$ cat src/pfm_pkg.sv
// Purpose: Shared constants for the port 3 / port 4 pin function multiplexer.
// Assumes: Ports are eight pins wide; bit positions below index pins or analog-enable bits.
// Notes: All masks are per pin, bit n standing for pin n.
package pfm_pkg;

    // ==================================================================
    // Widths
    // ==================================================================
    localparam int PFM_PORT_W = 8;
    localparam int PFM_SYNC_STAGES = 2;

    // ==================================================================
    // Analog-enable bit positions
    // ==================================================================
    // Port 3 pins 0, 6 and 7 use bits 5, 6 and 7 of the first bank.
    localparam int PFM_AE1_P3_PIN0 = 5;
    localparam int PFM_AE1_P3_PIN6 = 6;
    localparam int PFM_AE1_P3_PIN7 = 7;
    // Port 4 pins 3, 4 and 5 use bits 4, 5 and 6 of the second bank.
    localparam int PFM_AE2_P4_PIN3 = 4;
    localparam int PFM_AE2_P4_PIN4 = 5;
    localparam int PFM_AE2_P4_PIN5 = 6;

    // ==================================================================
    // Pin masks
    // ==================================================================
    localparam logic [7:0] PFM_P3_SERIAL_MASK = 8'h3f;
    localparam logic [7:0] PFM_P4_TIMER_MASK = 8'h3f;

    // ==================================================================
    // Shared pin positions on port 3
    // ==================================================================
    localparam int PFM_P3_A_CLOCK_PIN = 0;
    localparam int PFM_P3_B_CLOCK_PIN = 3;

    // ==================================================================
    // Reset values of registered outputs
    // ==================================================================
    localparam logic [7:0] PFM_RST_BYTE = 8'h00;
    localparam logic [7:0] PFM_RST_OE_N = 8'hff;
    localparam logic [5:0] PFM_RST_SERIAL = 6'h00;

endpackage : pfm_pkg

$ cat src/pfm_port34_mux.sv
// Purpose: Pin function multiplexer for two eight-bit ports (port 3 and port 4).
// Assumes: Configuration bits and peripheral signals come from logic on clock_i;
//          pad inputs are asynchronous and are synchronised here.
// Notes: Every output is registered, so a configuration change shows one edge later.
//
// How it works
// - Select and analog clear: direction picks I/O.
// - Either reset returns all pins to I/O.
// - Serial select: serial module owns pin direction.
// - Pin 0: unit A clock beats B enable.
// - Pin 0 claimed: unit B forced three-wire.
// - Pin 3: unit B clock wins, A three-wire.
// - First bank: analog, no driver, no buffer.
// - Second bank: analog on port 4 pins.
// - Port 4 pins 0-2: capture A / compare.
// - Port 4 pins 3-4: capture B / compare.
// - Port 4 pin 5 outputs channel 2.
// - Port 3 pins 0-5 map serial signals.
module pfm_port34_mux
    import pfm_pkg::*;
(
    input wire logic clock_i,
    input wire logic arst_n_i,
    input wire logic power_up_clear_i,
    input wire logic [7:0] port3_direction_bits_i,
    input wire logic [7:0] port3_function_select_bits_i,
    input wire logic [7:0] port4_direction_bits_i,
    input wire logic [7:0] port4_function_select_bits_i,
    input wire logic [7:0] analog_enable_bank_first_i,
    input wire logic [7:0] analog_enable_bank_second_i,
    input wire logic [7:0] port3_out_bits_i,
    input wire logic [7:0] port4_out_bits_i,
    input wire logic [7:0] port3_pad_i,
    input wire logic [7:0] port4_pad_i,
    input wire logic [5:0] serial_pin_out_i,
    input wire logic [5:0] serial_pin_drive_i,
    input wire logic serial_a_clock_claim_i,
    input wire logic serial_b_clock_claim_i,
    input wire logic [2:0] timerb_compare_out_i,
    output logic [7:0] port3_pad_o,
    output logic [7:0] port3_pad_oe_n_o,
    output logic [7:0] port4_pad_o,
    output logic [7:0] port4_pad_oe_n_o,
    output logic [7:0] port3_in_bits_o,
    output logic [7:0] port4_in_bits_o,
    output logic [7:0] port3_analog_o,
    output logic [7:0] port4_analog_o,
    output logic [5:0] serial_pin_in_o,
    output logic serial_a_slave_enable_o,
    output logic serial_b_slave_enable_o,
    output logic serial_a_force_3wire_o,
    output logic serial_b_force_3wire_o,
    output logic [2:0] timerb_capture_in_a_o,
    output logic [1:0] timerb_capture_in_b_o
);

    // ==================================================================
    // Pad input synchronisers
    // ==================================================================
    // Two flops give a metastable pad level a full cycle to settle before any
    // selection logic sees it; the price is two extra edges of input latency.
    logic [7:0] p3_meta_reg;
    logic [7:0] p3_sync_reg;
    logic [7:0] p4_meta_reg;
    logic [7:0] p4_sync_reg;

    always_ff @(posedge clock_i or negedge arst_n_i)
    begin
        if (!arst_n_i)
        begin
            p3_meta_reg <= PFM_RST_BYTE;
            p3_sync_reg <= PFM_RST_BYTE;
            p4_meta_reg <= PFM_RST_BYTE;
            p4_sync_reg <= PFM_RST_BYTE;
        end
        else
        begin
            p3_meta_reg <= port3_pad_i;
            p3_sync_reg <= p3_meta_reg;
            p4_meta_reg <= port4_pad_i;
            p4_sync_reg <= p4_meta_reg;
        end
    end

    // ==================================================================
    // Port 3 selection
    // ==================================================================
    // Analog enable outranks direction and select on the three analog pins.
    wire [7:0] p3_an = {analog_enable_bank_first_i[PFM_AE1_P3_PIN7],
                        analog_enable_bank_first_i[PFM_AE1_P3_PIN6],
                        5'h00,
                        analog_enable_bank_first_i[PFM_AE1_P3_PIN0]};
    wire [7:0] p3_ser = port3_function_select_bits_i & ~p3_an & PFM_P3_SERIAL_MASK;

    // The shared pins drive only for the clock; the slave enable is an input here.
    // A unit that loses its shared pin keeps running; only its slave enable is held
    // low, and the forced three-wire level below tells it why.
    wire [5:0] ser_drive_gate = {2'b11, serial_b_clock_claim_i, 2'b11,
                                 serial_a_clock_claim_i};
    wire [5:0] ser_drive = serial_pin_drive_i & ser_drive_gate;

    wire [7:0] p3_drive_next;
    wire [7:0] p3_val_next;
    genvar gi;
    generate
        for (gi = 0; gi < PFM_PORT_W; gi++)
        begin : g_p3
            if (gi < 6)
            begin : g_ser
                assign p3_drive_next[gi] = ~p3_an[gi] & (p3_ser[gi] ? ser_drive[gi]
                                           : port3_direction_bits_i[gi]);
                assign p3_val_next[gi] = p3_ser[gi] ? serial_pin_out_i[gi]
                                         : port3_out_bits_i[gi];
            end
            else
            begin : g_io
                assign p3_drive_next[gi] = ~p3_an[gi] & port3_direction_bits_i[gi];
                assign p3_val_next[gi] = port3_out_bits_i[gi];
            end
        end
    endgenerate

    wire [7:0] p3_in_next = p3_sync_reg & ~p3_an;
    wire [5:0] ser_in_next = p3_sync_reg[5:0] & p3_ser[5:0];
    wire a_clk_sel = p3_ser[PFM_P3_A_CLOCK_PIN] & serial_a_clock_claim_i;
    wire b_clk_sel = p3_ser[PFM_P3_B_CLOCK_PIN] & serial_b_clock_claim_i;
    // A slave enable follows the pad only while the other unit leaves the pin
    // alone; a claimed clock pin reads as an inactive enable.
    wire b_ste_next = p3_ser[PFM_P3_A_CLOCK_PIN] & ~serial_a_clock_claim_i
                      & p3_sync_reg[PFM_P3_A_CLOCK_PIN];
    wire a_ste_next = p3_ser[PFM_P3_B_CLOCK_PIN] & ~serial_b_clock_claim_i
                      & p3_sync_reg[PFM_P3_B_CLOCK_PIN];

    // ==================================================================
    // Port 4 selection
    // ==================================================================
    wire [7:0] p4_an = {1'b0, 1'b0,
                        analog_enable_bank_second_i[PFM_AE2_P4_PIN5],
                        analog_enable_bank_second_i[PFM_AE2_P4_PIN4],
                        analog_enable_bank_second_i[PFM_AE2_P4_PIN3],
                        3'h0};
    // Pins 6 and 7 carry no timer function in this block and stay plain I/O.
    wire [7:0] p4_tmr = port4_function_select_bits_i & ~p4_an & PFM_P4_TIMER_MASK;
    // Pin 5 takes channel 2, as the function table gives it.
    wire [7:0] p4_cmp = {2'b00, timerb_compare_out_i[2], timerb_compare_out_i[1:0],
                         timerb_compare_out_i};
    wire [7:0] p4_drive_next = ~p4_an & port4_direction_bits_i;
    wire [7:0] p4_val_next = (p4_tmr & port4_direction_bits_i & p4_cmp)
                             | (~p4_tmr & port4_out_bits_i);
    wire [7:0] p4_in_next = p4_sync_reg & ~p4_an;
    // Pin 5 has no capture input, so a select with direction 0 leaves it a
    // plain input; its pad level still reaches the input bits.
    wire [7:0] p4_cap = p4_sync_reg & p4_tmr & ~port4_direction_bits_i;

    // ==================================================================
    // Output registers
    // ==================================================================
    // Power-up clear is synchronous and, like the asynchronous reset, parks every
    // pin as a plain input so nothing is driven until software chooses.
    // Under clear the input bits keep following the pads, since software may
    // read a pin level before it configures anything.
    always_ff @(posedge clock_i or negedge arst_n_i)
    begin
        if (!arst_n_i)
        begin
            port3_pad_o <= PFM_RST_BYTE;
            port3_pad_oe_n_o <= PFM_RST_OE_N;
            port4_pad_o <= PFM_RST_BYTE;
            port4_pad_oe_n_o <= PFM_RST_OE_N;
            port3_in_bits_o <= PFM_RST_BYTE;
            port4_in_bits_o <= PFM_RST_BYTE;
            port3_analog_o <= PFM_RST_BYTE;
            port4_analog_o <= PFM_RST_BYTE;
            serial_pin_in_o <= PFM_RST_SERIAL;
            serial_a_slave_enable_o <= 1'b0;
            serial_b_slave_enable_o <= 1'b0;
            serial_a_force_3wire_o <= 1'b0;
            serial_b_force_3wire_o <= 1'b0;
            timerb_capture_in_a_o <= 3'h0;
            timerb_capture_in_b_o <= 2'h0;
        end
        else if (power_up_clear_i)
        begin
            port3_pad_o <= PFM_RST_BYTE;
            port3_pad_oe_n_o <= PFM_RST_OE_N;
            port4_pad_o <= PFM_RST_BYTE;
            port4_pad_oe_n_o <= PFM_RST_OE_N;
            port3_in_bits_o <= p3_sync_reg;
            port4_in_bits_o <= p4_sync_reg;
            port3_analog_o <= PFM_RST_BYTE;
            port4_analog_o <= PFM_RST_BYTE;
            serial_pin_in_o <= PFM_RST_SERIAL;
            serial_a_slave_enable_o <= 1'b0;
            serial_b_slave_enable_o <= 1'b0;
            serial_a_force_3wire_o <= 1'b0;
            serial_b_force_3wire_o <= 1'b0;
            timerb_capture_in_a_o <= 3'h0;
            timerb_capture_in_b_o <= 2'h0;
        end
        else
        begin
            port3_pad_o <= p3_val_next;
            port3_pad_oe_n_o <= ~p3_drive_next;
            port4_pad_o <= p4_val_next;
            port4_pad_oe_n_o <= ~p4_drive_next;
            port3_in_bits_o <= p3_in_next;
            port4_in_bits_o <= p4_in_next;
            port3_analog_o <= p3_an;
            port4_analog_o <= p4_an;
            serial_pin_in_o <= ser_in_next;
            serial_a_slave_enable_o <= a_ste_next;
            serial_b_slave_enable_o <= b_ste_next;
            serial_a_force_3wire_o <= b_clk_sel;
            serial_b_force_3wire_o <= a_clk_sel;
            timerb_capture_in_a_o <= p4_cap[2:0];
            timerb_capture_in_b_o <= p4_cap[4:3];
        end
    end

endmodule : pfm_port34_mux

$ cat config.mk
export PLATFORM = sky130hd
export DESIGN_NAME = pfm_port34_mux
export DESIGN_NICKNAME = d
export VERILOG_FILES = /design/src/pfm_pkg.sv /design/src/pfm_port34_mux.sv
export SDC_FILE = /design/constraint.sdc
export NUM_CORES = 1
export LEC_CHECK = 0
export BUFFER_PORTS_ARGS = -buffer_cell sky130_fd_sc_hd__buf_2
export CAP_MARGIN = 20
export CELL_PAD_IN_SITES_DETAIL_PLACEMENT = 1
export CELL_PAD_IN_SITES_GLOBAL_PLACEMENT = 1
export CORE_ASPECT_RATIO = 1.1
export CORE_MARGIN = 4
export CORE_UTILIZATION = 30
export CTS_CLUSTER_SIZE = 14
export DETAILED_ROUTE_END_ITERATION = 6
export PLACE_DENSITY = 0.84
export SLEW_MARGIN = 20
export SYNTH_ARGS = -nofsm -noshare
export SYNTH_HDL_FRONTEND = slang
export SYNTH_SLANG_ARGS = --single-unit
$ cat constraint.sdc
create_clock -name clock_i -period 0.8 [get_ports clock_i]
set_input_delay 0.16 -clock clock_i [delete_from_list [all_inputs] [get_ports clock_i]]
set_output_delay 0.16 -clock clock_i [all_outputs]
set_load 0.01 [all_outputs]
-- Yosys cells after proc, flatten, opt, wreduce, memory -nomap -nowiden
Cells that the tools add are included.
- logic and storage cells: 79
- input bits: 100
- bits in registers: 109
- output and inout port bits: 79
- multiplexer cells: 27
- bitwise gates (word level): 33
- operators by type and width (operator ; number):
    2-to-1 mux 8 bit ; 7
    bitwise AND 8 bit ; 4
    bitwise AND 6 bit ; 4
    NOT 8 bit ; 3
    2-to-1 mux 1 bit ; 16
    NOT 6 -> 8 bit ; 2
    2-to-1 mux 6 bit ; 2
    bitwise AND 5 bit ; 2
    bitwise AND 1 bit ; 9
    bitwise AND 6 x 8 -> 8 bit ; 1
    bitwise AND 8 x 6 -> 8 bit ; 1
    OR 8 bit ; 1
    NOT 1 bit ; 5
    NOT 5 bit ; 1
    2-to-1 mux 3 bit ; 1
    2-to-1 mux 2 bit ; 1

-- Depth between registers and ports, before layout
Gate-level depths: netlist of run 1.
- depth after elaboration: 6
- gate-level depth with buffers: 4
- depth with buffers taken out: 3

-- Least setup slack after synthesis of run 1
No wires, ideal clock.
- path kind: reg2reg
- from: register p3_sync_reg[0]
- to: register serial_b_slave_enable_o
- period minus slack after synthesis: 0.712 ns
- required time: 0.685 ns
- setup slack: 0.088 ns
- library setup time: 0.115 ns
- arrival time: 0.597 ns
- buffers on the path: 0
- cell stages (with the launch flop): 3
- path through: dfrtp_1 -> and3_1 -> nor2b_4
- cells in the longest elaborated chain, start to end: 2
- ends and longest elaborated chain (element ; line ; source):
    start: declaration ; pfm_port34_mux.sv:63 ; logic [7:0] p3_sync_reg;
    start signal: assignment ; pfm_port34_mux.sv:79 ; p3_sync_reg <= p3_meta_reg;
    bitwise AND 1 bit ; pfm_port34_mux.sv:130 ; & p3_sync_reg[PFM_P3_A_CLOCK_PIN];
    2-to-1 mux 1 bit ; pfm_port34_mux.sv:182 ; else if (power_up_clear_i)
    end signal: assignment ; pfm_port34_mux.sv:212 ; serial_b_slave_enable_o <= b_ste_next;
    end: declaration ; pfm_port34_mux.sv:50 ; output logic serial_b_slave_enable_o,
Every way passes these cells.

-- Final worst setup path of run 1
- from: register port4_pad_oe_n_o[0]
- to: output port4_pad_oe_n_o[0]
- RTL lines (element ; line ; source):
    start: declaration ; pfm_port34_mux.sv:43 ; output logic [7:0] port4_pad_oe_n_o,
    start signal: assignment ; pfm_port34_mux.sv:205 ; port4_pad_oe_n_o <= ~p4_drive_next;
No word-level cell between the ends.

==> results of run 1 <==
-- cell usage in the layout, fill, tap and decap left out, drive strengths merged, types with 4 or more instances in the layout --
| cell type | n |
|---|---|
| nand3 | 5 |
| mux2 | 4 |
| conb | 10 |
| a21oi | 6 |
| nand2b | 4 |
| dfstp | 16 |
| nand2 | 20 |
| o21ai | 5 |
| dlygate4sd3 | 26 |
| buf | 166 |
| inv | 6 |
| nor3 | 4 |
| clkbuf | 9 |
| and3 | 7 |
| nor2b | 14 |
| mux2i | 6 |
| dfrtp | 85 |
| nor2 | 13 |
-- what timing repair did --
item / in CTS / in global routing
endpoints found under the hold margin: 111 / 0
pin swaps: 0 / 3
resized for setup: 24 / 14
hold buffers: 27 / 0
setup endpoints to repair: 69 / 75
-- power groups by stage --
stage	clock network, mW	logic [mW]	registers, mW
2_1_floorplan	0	0.261	5.64
3_3_place_gp	0	0.957	5.54
3_5_place_dp	0	1.00	5.55
4_1_cts	4.71	1.18	5.47
5_1_grt	4.92	1.31	5.50
6_report	4.53	1.19	5.48
-- worst paths after layout --
path                                               start                           endpoint  slack [ps]  cells after the start
hold / removal                 port4_direction_bits_i[0]      port4_pad_oe_n_o[0]$_DFF_PN1_          20                      2
max in group asynchronous                       arst_n_i      port3_pad_oe_n_o[2]$_DFF_PN1_          70                      3
setup reg to reg                p3_sync_reg[0]$_DFF_PN0_  serial_b_slave_enable_o$_DFF_PN0_          50                      2
hold reg to reg                 p3_meta_reg[4]$_DFF_PN0_           p3_sync_reg[4]$_DFF_PN0_         350                      0
setup / recovery           port4_pad_oe_n_o[0]$_DFF_PN1_                port4_pad_oe_n_o[0]        -330                      1
min in group asynchronous                       arst_n_i           port3_pad_o[6]$_DFF_PN0_         230                      2
-- cell type report --
cell class | count | area share, %
multi-input cells | 106 | 12.25
flip-flops and latches | 101 | 49.68
clock inverters | 7 | 1.757
well taps | 143 | 3.490
clock buffers | 9 | 4.392
repair buffers | 193 | 27.99
inverters | 6 | 0.4392
-- stage by stage --
stage	setup WS [ps]	area, sq um	util [%]	setup TNS, ps
finish	-328.7	5127	48.65	-14900
global route	-354.3	5127	48.65	-17200
detailed placement	-166.2	4322	41.00	-3025
CTS	-342.9	5057	47.98	-16170
global placement	-133.5	4322	41.00	-2238
floorplan	88.02	3306	-	0
-- per-layer routing --
| metal | wire, um | global-route usage [%] | vias to the layer above |
|---|---|---|---|
| li1 | - | - | 1082 |
| met1 | 3220 | 15.34 | 1172 |
| met2 | 4811 | 25.31 | 119 |
| met3 | 670 | 3.950 | 15 |
| met4 | 231 | 5.919 | 0 |
| met5 | 0 | 0 | - |
-- logic make-up after synthesis --
family / Yosys count / synth area share (%)
AOI/OAI and AO/OA: 11 / 1.683
buffers and inverters: 20 / 4.245
DFF: 101 / 77.86
muxes: 10 / 3.212
other: 1 / 0.1146
and+or+nand+nor: 75 / 12.89
==> run metrics, run 1 <==
Total Routed Length=about 8900 um; Antenna Cells=0; CTS H-tree lvls=3; Ys Warns=0; ranking of synthesized cells by area=dfrtp_1, dfstp_2, buf_4; layout cells sized above 1=about 50%; clock group share of total power=40.4%; PnR Total Power=11.20 mW; net switching power=2.454 mW; Critical Path Max Stage Delay=between 500 and 600 ps; final setup margin=-328.7 ps; critical path cell sequence=buf_6; Worst EP required=640 ps; post-synth cell types=22; TritonCTS clock tree=yes; cell taking the most area after synthesis=dfrtp_1; Worst Path Arrival=roughly 970 ps; Setup violations, final=69; nets@finish=approximately 520; Final Skew=roughly 5.1 ps; Skew-Pair Late Insertion Delay=roughly 330 ps; final non-filler cell total=~570; Rows=39; Register Area=approximately 2500 sq um; CTS sink cnt=between 100 and 150; initial antenna violation count=0; Ports=around 180; drt first-iter violations=44; Antenna Violating Nets Remaining=0; Worst VDD drop=1420 uV; initial core utilization=31.04%; wire per inst=between 15 and 20 um; drt first pass iters=4; type of origin of the critical path=register; vias per cell=4.227; clock-pin transition on the worst setup and hold timing paths=60 ps; Post-synth EDFFs=0; Seq pwr share=between 40 and 50%; post-synth top area share=between 60 and 70%; top-count cell post-synth=dfrtp_1; area of the multi-input gates=about 630 sq um; maximum clock rate=roughly 890 MHz; gr usage total=14.11%; die area=between 10000 and 15000 sq um; first-pass GRT wire length=13850 um; root buf cell=clkbuf_16; Internal Power=8.742 mW; Max Cap Viol=0; Async S/R FF share, synth=between 90% and 100%; Comb pwr share=10.6%; Fin Hold WS=roughly 19 ps; Power Density=approximately 2200 nW/um^2; CTS max path bufs=2; GR Overflow Total=0; failing checks=negative setup slack; Pins Over Slew Limit=0; critical path capture point type=output port; Synth Instances=about 220; fin crit share=141.1%; gpl congestion=0.7235; Min-Delay Path Class=input pin to register; crit path max-delay cell type=dfstp_2; TritonCTS buffer count=9; status=finished with violations; Crit Path Class=register to output port; via count=between 2000 and 2500; I/O Buffers=approximately 150; Area growth, synth to finish=56.71%; HPWL after DPL=about 6600 um; vias in the first global route=~2800; Mapped Area=3272 sq um; post-synthesis register bit count=slightly above 100; Final min period=about 1100 ps; commonest cells in the netlist=dfrtp_1, nand2_1, dfstp_2; filler instances=1137; largest net degree at the start of global routing=34; die width=roughly 110 um; Mean Syn Cell Area=roughly 15 sq um; crit-path leading delay family=flip-flops; DRC errors left=0; RSZ-0062 raised after global routing=true; # Post-CTS Setup Buffers=0; Crit Path Max Fanout=1; CP bufs+invs=1; post-synthesis sequential area ratio=about 78%; placed instance count=between 500 and 600; top_reg_cell synth=dfrtp_1; Hold Fails Final Rpt=0; Die Span Y=117.5 um; CORE AREA=about 11000 sq um; Lkg Pwr=between 2 and 3 nW; sw frac=approximately 22%
(Power assumes the default switching activity.)
==> run 2, diff against run 1 <==
--- a/config.mk
+++ b/config.mk
@@ -15,7 +15,8 @@
 export CTS_CLUSTER_SIZE = 14
 export DETAILED_ROUTE_END_ITERATION = 6
 export PLACE_DENSITY = 0.84
-export SLEW_MARGIN = 20
+export SETUP_SLACK_MARGIN = 0.5
+export SLEW_MARGIN = 10
 export SYNTH_ARGS = -nofsm -noshare
 export SYNTH_HDL_FRONTEND = slang
 export SYNTH_SLANG_ARGS = --single-unit
==> run 2 against run 1 <==
Against the previous run:
- the flow finishes with violations (negative hold slack, negative setup slack)
- sequential share of layout area down 2.1 points
- design area up 4.4%
- clock power down 11%
- largest cell class unchanged
- critical path depth unchanged
==> run metrics, run 2 (synthesis results as in run 1) <==
via count=2318; most frequent cells in the layout=buf_2, dfrtp_1, buf_6; Pins Over Slew Limit=0; layout cells sized above 1=~64%; wire per inst=between 15 and 20 um; PnR Total Power=~11 mW; Comb pwr share=between 10 and 15%; HPWL after DPL=around 6600 um; nets@finish=500; type of origin of the critical path=register; root buf cell=clkbuf_16; critical path capture point type=output port; vias per cell=4.230; Ports=around 180; Seq pwr share=a little over 50%; CTS max path bufs=2; Min-Delay Path Class=input pin to asynchronous set/reset pin; die area=between 10000 and 15000 sq um; I/O Buffers=about 150; failing checks=negative hold slack, negative setup slack; Area growth, synth to finish=63.56%; fin crit share=142.1%; Power Density=~2000 nW/um^2; sw frac=a little under a quarter; status=finished with violations; CTS sink cnt=between 100 and 150; critical path cell sequence=buf_6; crit path max-delay cell type=dfstp_2; Internal Power=8.328 mW; Rows=39; DRC errors left=0; Lkg Pwr=between 2 and 3 nW; Final min period=1137 ps; RSZ-0062 raised after global routing=true; drt first-iter violations=44; largest net degree at the start of global routing=approximately 60; Crit Path Class=register to output port; gpl congestion=0.7056; CP bufs+invs=1; Die Span Y=117.5 um; Total Routed Length=9275 um; Setup violations, final=~70; crit-path leading delay family=flip-flops; Final Skew=around 5.3 ps; clock group share of total power=36.9%; initial antenna violation count=0; leading cell type in the layout, fill and taps excluded=buf_2; gr usage total=between 10% and 20%; Max Cap Viol=0; CTS H-tree lvls=3; maximum clock rate=879.8 MHz; vias in the first global route=2599; final non-filler cell total=~550; placed instance count=518; drt first pass iters=3; Critical Path Max Stage Delay=~540 ps; final setup margin=-336.6 ps; Crit Path Max Fanout=1; die width=around 110 um; Worst EP required=640 ps; initial core utilization=approximately 31%; pre-CTS setup slack=-152.9 ps; CORE AREA=10540 sq um; Fin Hold WS=-205.1 ps; clock-pin transition on the worst setup and hold timing paths=70 ps; Skew-Pair Late Insertion Delay=roughly 330 ps; Worst Path Arrival=980 ps; Antenna Violating Nets Remaining=0; GR Overflow Total=0; Worst VDD drop=980.5 uV; TritonCTS clock tree=yes; Hold Fails Final Rpt=between 100 and 150; net switching power=roughly 2.6 mW; TritonCTS buffer count=9; setup TNS=-15270 ps; Antenna Cells=0; post-layout util=slightly above 50%; first-pass GRT wire length=between 10000 and 15000 um
## run 2: changes by cell type in the layout (fill, tap and decap cells not counted), sizes merged
cell | previous run | this run
dlygate4sd3 | 26 | 0
buf | 166 | 175
bufinv | 2 | 0
clkbuf | 9 | 11
clkinv | 3 | 5
clkinvlp | 2 | 1
dlymetal6s4s | 1 | 0
## run 2: worst paths after layout
check | startpoint | depth (start not counted) | endpoint | slack [ps]
worst max-delay path | port3_pad_oe_n_o[2]$_DFF_PN1_ | 1 | port3_pad_oe_n_o[2] | -340
worst min-delay path | arst_n_i | 2 | port4_in_bits_o[7]$_DFF_PN0_ | -210
worst max register to register | p3_sync_reg[0]$_DFF_PN0_ | 2 | serial_b_slave_enable_o$_DFF_PN0_ | 50
worst min register to register | p4_meta_reg[7]$_DFF_PN0_ | 0 | p4_sync_reg[7]$_DFF_PN0_ | 350
max in group asynchronous | arst_n_i | 2 | port4_pad_oe_n_o[5]$_DFF_PN1_ | 660
min in group clock_i | port3_pad_i[6] | 1 | p3_meta_reg[6]$_DFF_PN0_ | -80
## run 2: through the flow
stage | hold slack [ps] | area, sq um
6_report | -205.1 | 5351
5_1_grt | -206.0 | 5351
4_1_cts | -212.2 | 5111
3_5_place_dp | 160.2 | 4329
3_3_place_gp | 159.7 | 4329
2_1_floorplan | -135.6 | 3416
## run 2: cell type report
cell class	count	area (sq um)
Fill cell	1115	5189
Sequential cell	101	2547
Timing Repair Buffer	175	1420
Inverter	6	35.03
Timing Repair inverter	1	30.03
Clock inverter	5	35.03
Clock buffer	11	242.7
Multi-Input combinational cell	106	862.1
Tap cell	143	178.9
## run 2: power by group through the flow
stage	registers (mW)	logic (mW)	clock network [mW]
after floorplan	5.64	0.316	0
after global placement	5.54	0.973	0
after detailed placement	5.55	1.01	0
after CTS	5.48	1.28	4.19
after global routing	5.51	1.50	4.42
final	5.49	1.38	4.03
## run 2: worst register-to-register path: stages (launching register included)
cell	delay (ps)
dfrtp_1	380
and3_4	150
nor2b_4	110
## run 2: timing repair
action                                 4_1_cts  5_1_grt
pin swaps                                   18       10
gates resized for setup                    100       45
setup endpoints to repair                  152      143
endpoints found under the hold margin      110      109
gates cloned                                 2        0
buffers inserted                             7        5
## run 2: metal layers
metal  global-route usage [%]  vias up  routed length (um)  part of all wire (%)
met5                        0        -                   0                     0
met4                    5.683        0                 141                   1.5
met3                    5.815       11                 892                   9.6
met2                    25.19      117                4930                    53
met1                    15.49     1147                3311                    36
li1                         -     1043                   -                     -
==> run 3, diff against run 2 <==
--- a/config.mk
+++ b/config.mk
@@ -15,6 +15,7 @@
 export CTS_CLUSTER_SIZE = 14
 export DETAILED_ROUTE_END_ITERATION = 6
 export PLACE_DENSITY = 0.84
+export RECOVER_POWER = 25
 export SETUP_SLACK_MARGIN = 0.5
 export SLEW_MARGIN = 10
 export SYNTH_ARGS = -nofsm -noshare
==> run 3 against run 2 <==
Against the previous run:
- the flow still finishes with violations (negative hold slack, negative setup slack)
- clock-buffer cell count is the same
- power shrank 0.10%
- clock skew is essentially flat
- critical path type unchanged
- sequential power is essentially flat
- critical path depth is the same
- setup slack is the same
- combinational power is essentially flat
- sequential share of layout area grew 0.15 points
- register-to-register slack is essentially flat
- design area shrank 0.30%
- largest power group unchanged
- clock power is essentially flat
==> run metrics, run 3 (synthesis results as in run 1) <==
Max Cap Viol=0; Antenna Violating Nets Remaining=0; HPWL after DPL=roughly 6600 um; first-pass GRT wire length=14000 um; Power Density=~2000 nW/um^2; Crit Path Max Fanout=1; initial core utilization=just over 30%; fin crit share=142.1%; Area growth, synth to finish=63.06%; Crit Path Class=register to output port; CP bufs+invs=1; Antenna Cells=0; Worst Path Arrival=between 900 and 1000 ps; final setup margin=-336.6 ps; net switching power=between 2 and 3 mW; root buf cell=clkbuf_16; die area=between 10000 and 15000 sq um; CTS H-tree lvls=3; Die Span Y=117.5 um; Fin Hold WS=-117.7 ps; most frequent cells in the layout=buf_2, dfrtp_1, buf_6; clock group share of total power=37.0%; Setup violations, final=a little under 70; TritonCTS buffer count=9; largest net degree at the start of global routing=59; GR Overflow Total=0; Ports=roughly 180; CTS max path bufs=2; PnR Total Power=about 11 mW; Worst VDD drop=980.5 uV; wire per inst=~17 um; Critical Path Max Stage Delay=~540 ps; leading cell type in the layout, fill and taps excluded=buf_2; Internal Power=between 8 and 9 mW; Skew-Pair Late Insertion Delay=about 330 ps; final non-filler cell total=548; final instance area=5335 sq um; critical path capture point type=output port; Final Skew=5.321 ps; Worst EP required=640 ps; initial antenna violation count=0; Lkg Pwr=around 2.7 nW; post-layout util=just over 50%; gpl congestion=around 0.7; maximum clock rate=between 800 and 900 MHz; status=finished with violations; RSZ-0062 raised after global routing=true; pre-CTS setup slack=-152.9 ps; sw frac=between 20% and 30%; gr usage total=14.48%; vias in the first global route=between 2000 and 3000; drt first pass iters=3; crit path max-delay cell type=dfstp_2; TritonCTS clock tree=yes; Final min period=~1100 ps; Slew HR=between 60% and 70%; vias per cell=approximately 4.2; Seq pwr share=about half; crit-path leading delay family=flip-flops; setup TNS=-15270 ps; I/O Buffers=154; drt first-iter violations=44; die width=~110 um; DP Area=about 4300 sq um; Comb pwr share=between 10% and 20%; CTS sink cnt=101; layout cells sized above 1=about 63%; failing checks=negative hold slack, negative setup slack; critical path cell sequence=buf_6; Pins Over Slew Limit=0; Hold Fails Final Rpt=69; clock-pin transition on the worst setup and hold timing paths=70 ps; DRC errors left=0; Worst Tran Pin Value=about 570 ps; Rows=39; Min-Delay Path Class=input pin to asynchronous set/reset pin; Total Routed Length=between 9000 and 10000 um; nets@finish=500; via count=2317; CORE AREA=roughly 11000 sq um; Worst R2R Setup Slack=50 ps; filler instances=approximately 1100; type of origin of the critical path=register; placed instance count=518
==> run 3: final timing paths <==
check | cells past startpoint | start | endpoint
worst max-delay path | 1 | port3_pad_oe_n_o[2]$_DFF_PN1_ | port3_pad_oe_n_o[2]
worst min-delay path | 2 | arst_n_i | p3_sync_reg[1]$_DFF_PN0_
worst max register to register | 2 | p3_sync_reg[0]$_DFF_PN0_ | serial_b_slave_enable_o$_DFF_PN0_
worst min register to register | 0 | p4_meta_reg[7]$_DFF_PN0_ | p4_sync_reg[7]$_DFF_PN0_
max in group asynchronous | 2 | arst_n_i | port4_pad_oe_n_o[3]$_DFF_PN1_
min in group clock_i | 1 | port3_pad_i[6] | p3_meta_reg[6]$_DFF_PN0_
==> run 3: power by group through the flow <==
stage	clock, mW	combinational [mW]	sequential [mW]
2_1_floorplan	0	0.316	5.64
3_3_place_gp	0	0.973	5.54
3_5_place_dp	0	1.01	5.55
4_1_cts	4.19	1.28	5.48
5_1_grt	4.42	1.49	5.51
6_report	4.03	1.37	5.49
==> run 3: layer usage <==
metal	track usage (%)	part of all wire, %	vias to the layer above
met5	0	0	-
met4	5.683	1.5	0
met3	5.815	9.6	11
met2	25.19	53	117
met1	15.49	36	1146
li1	-	-	1043
==> run 3: layout make-up <==
| type | instances | area (sq um) | area share, % |
|---|---|---|---|
| well taps | 143 | 178.9 | 3.354 |
| flip-flops and latches | 101 | 2547 | 47.75 |
| clock inverters | 5 | 35.03 | 0.6567 |
| clock buffers | 11 | 242.7 | 4.550 |
| repair inverters | 1 | 30.03 | 0.5629 |
| inverters | 6 | 35.03 | 0.6567 |
| repair buffers | 175 | 1404 | 26.31 |
| multi-input cells | 106 | 862.1 | 16.16 |
==> run 3: timing repair <==
| action | in CTS | in global routing |
|---|---|---|
| setup endpoints to repair | 152 | 143 |
| cloned | 2 | 0 |
| endpoints found under the hold margin | 110 | 109 |
| setup buffers | 7 | 5 |
| resized for setup | 100 | 45 |
| pin swaps | 18 | 10 |
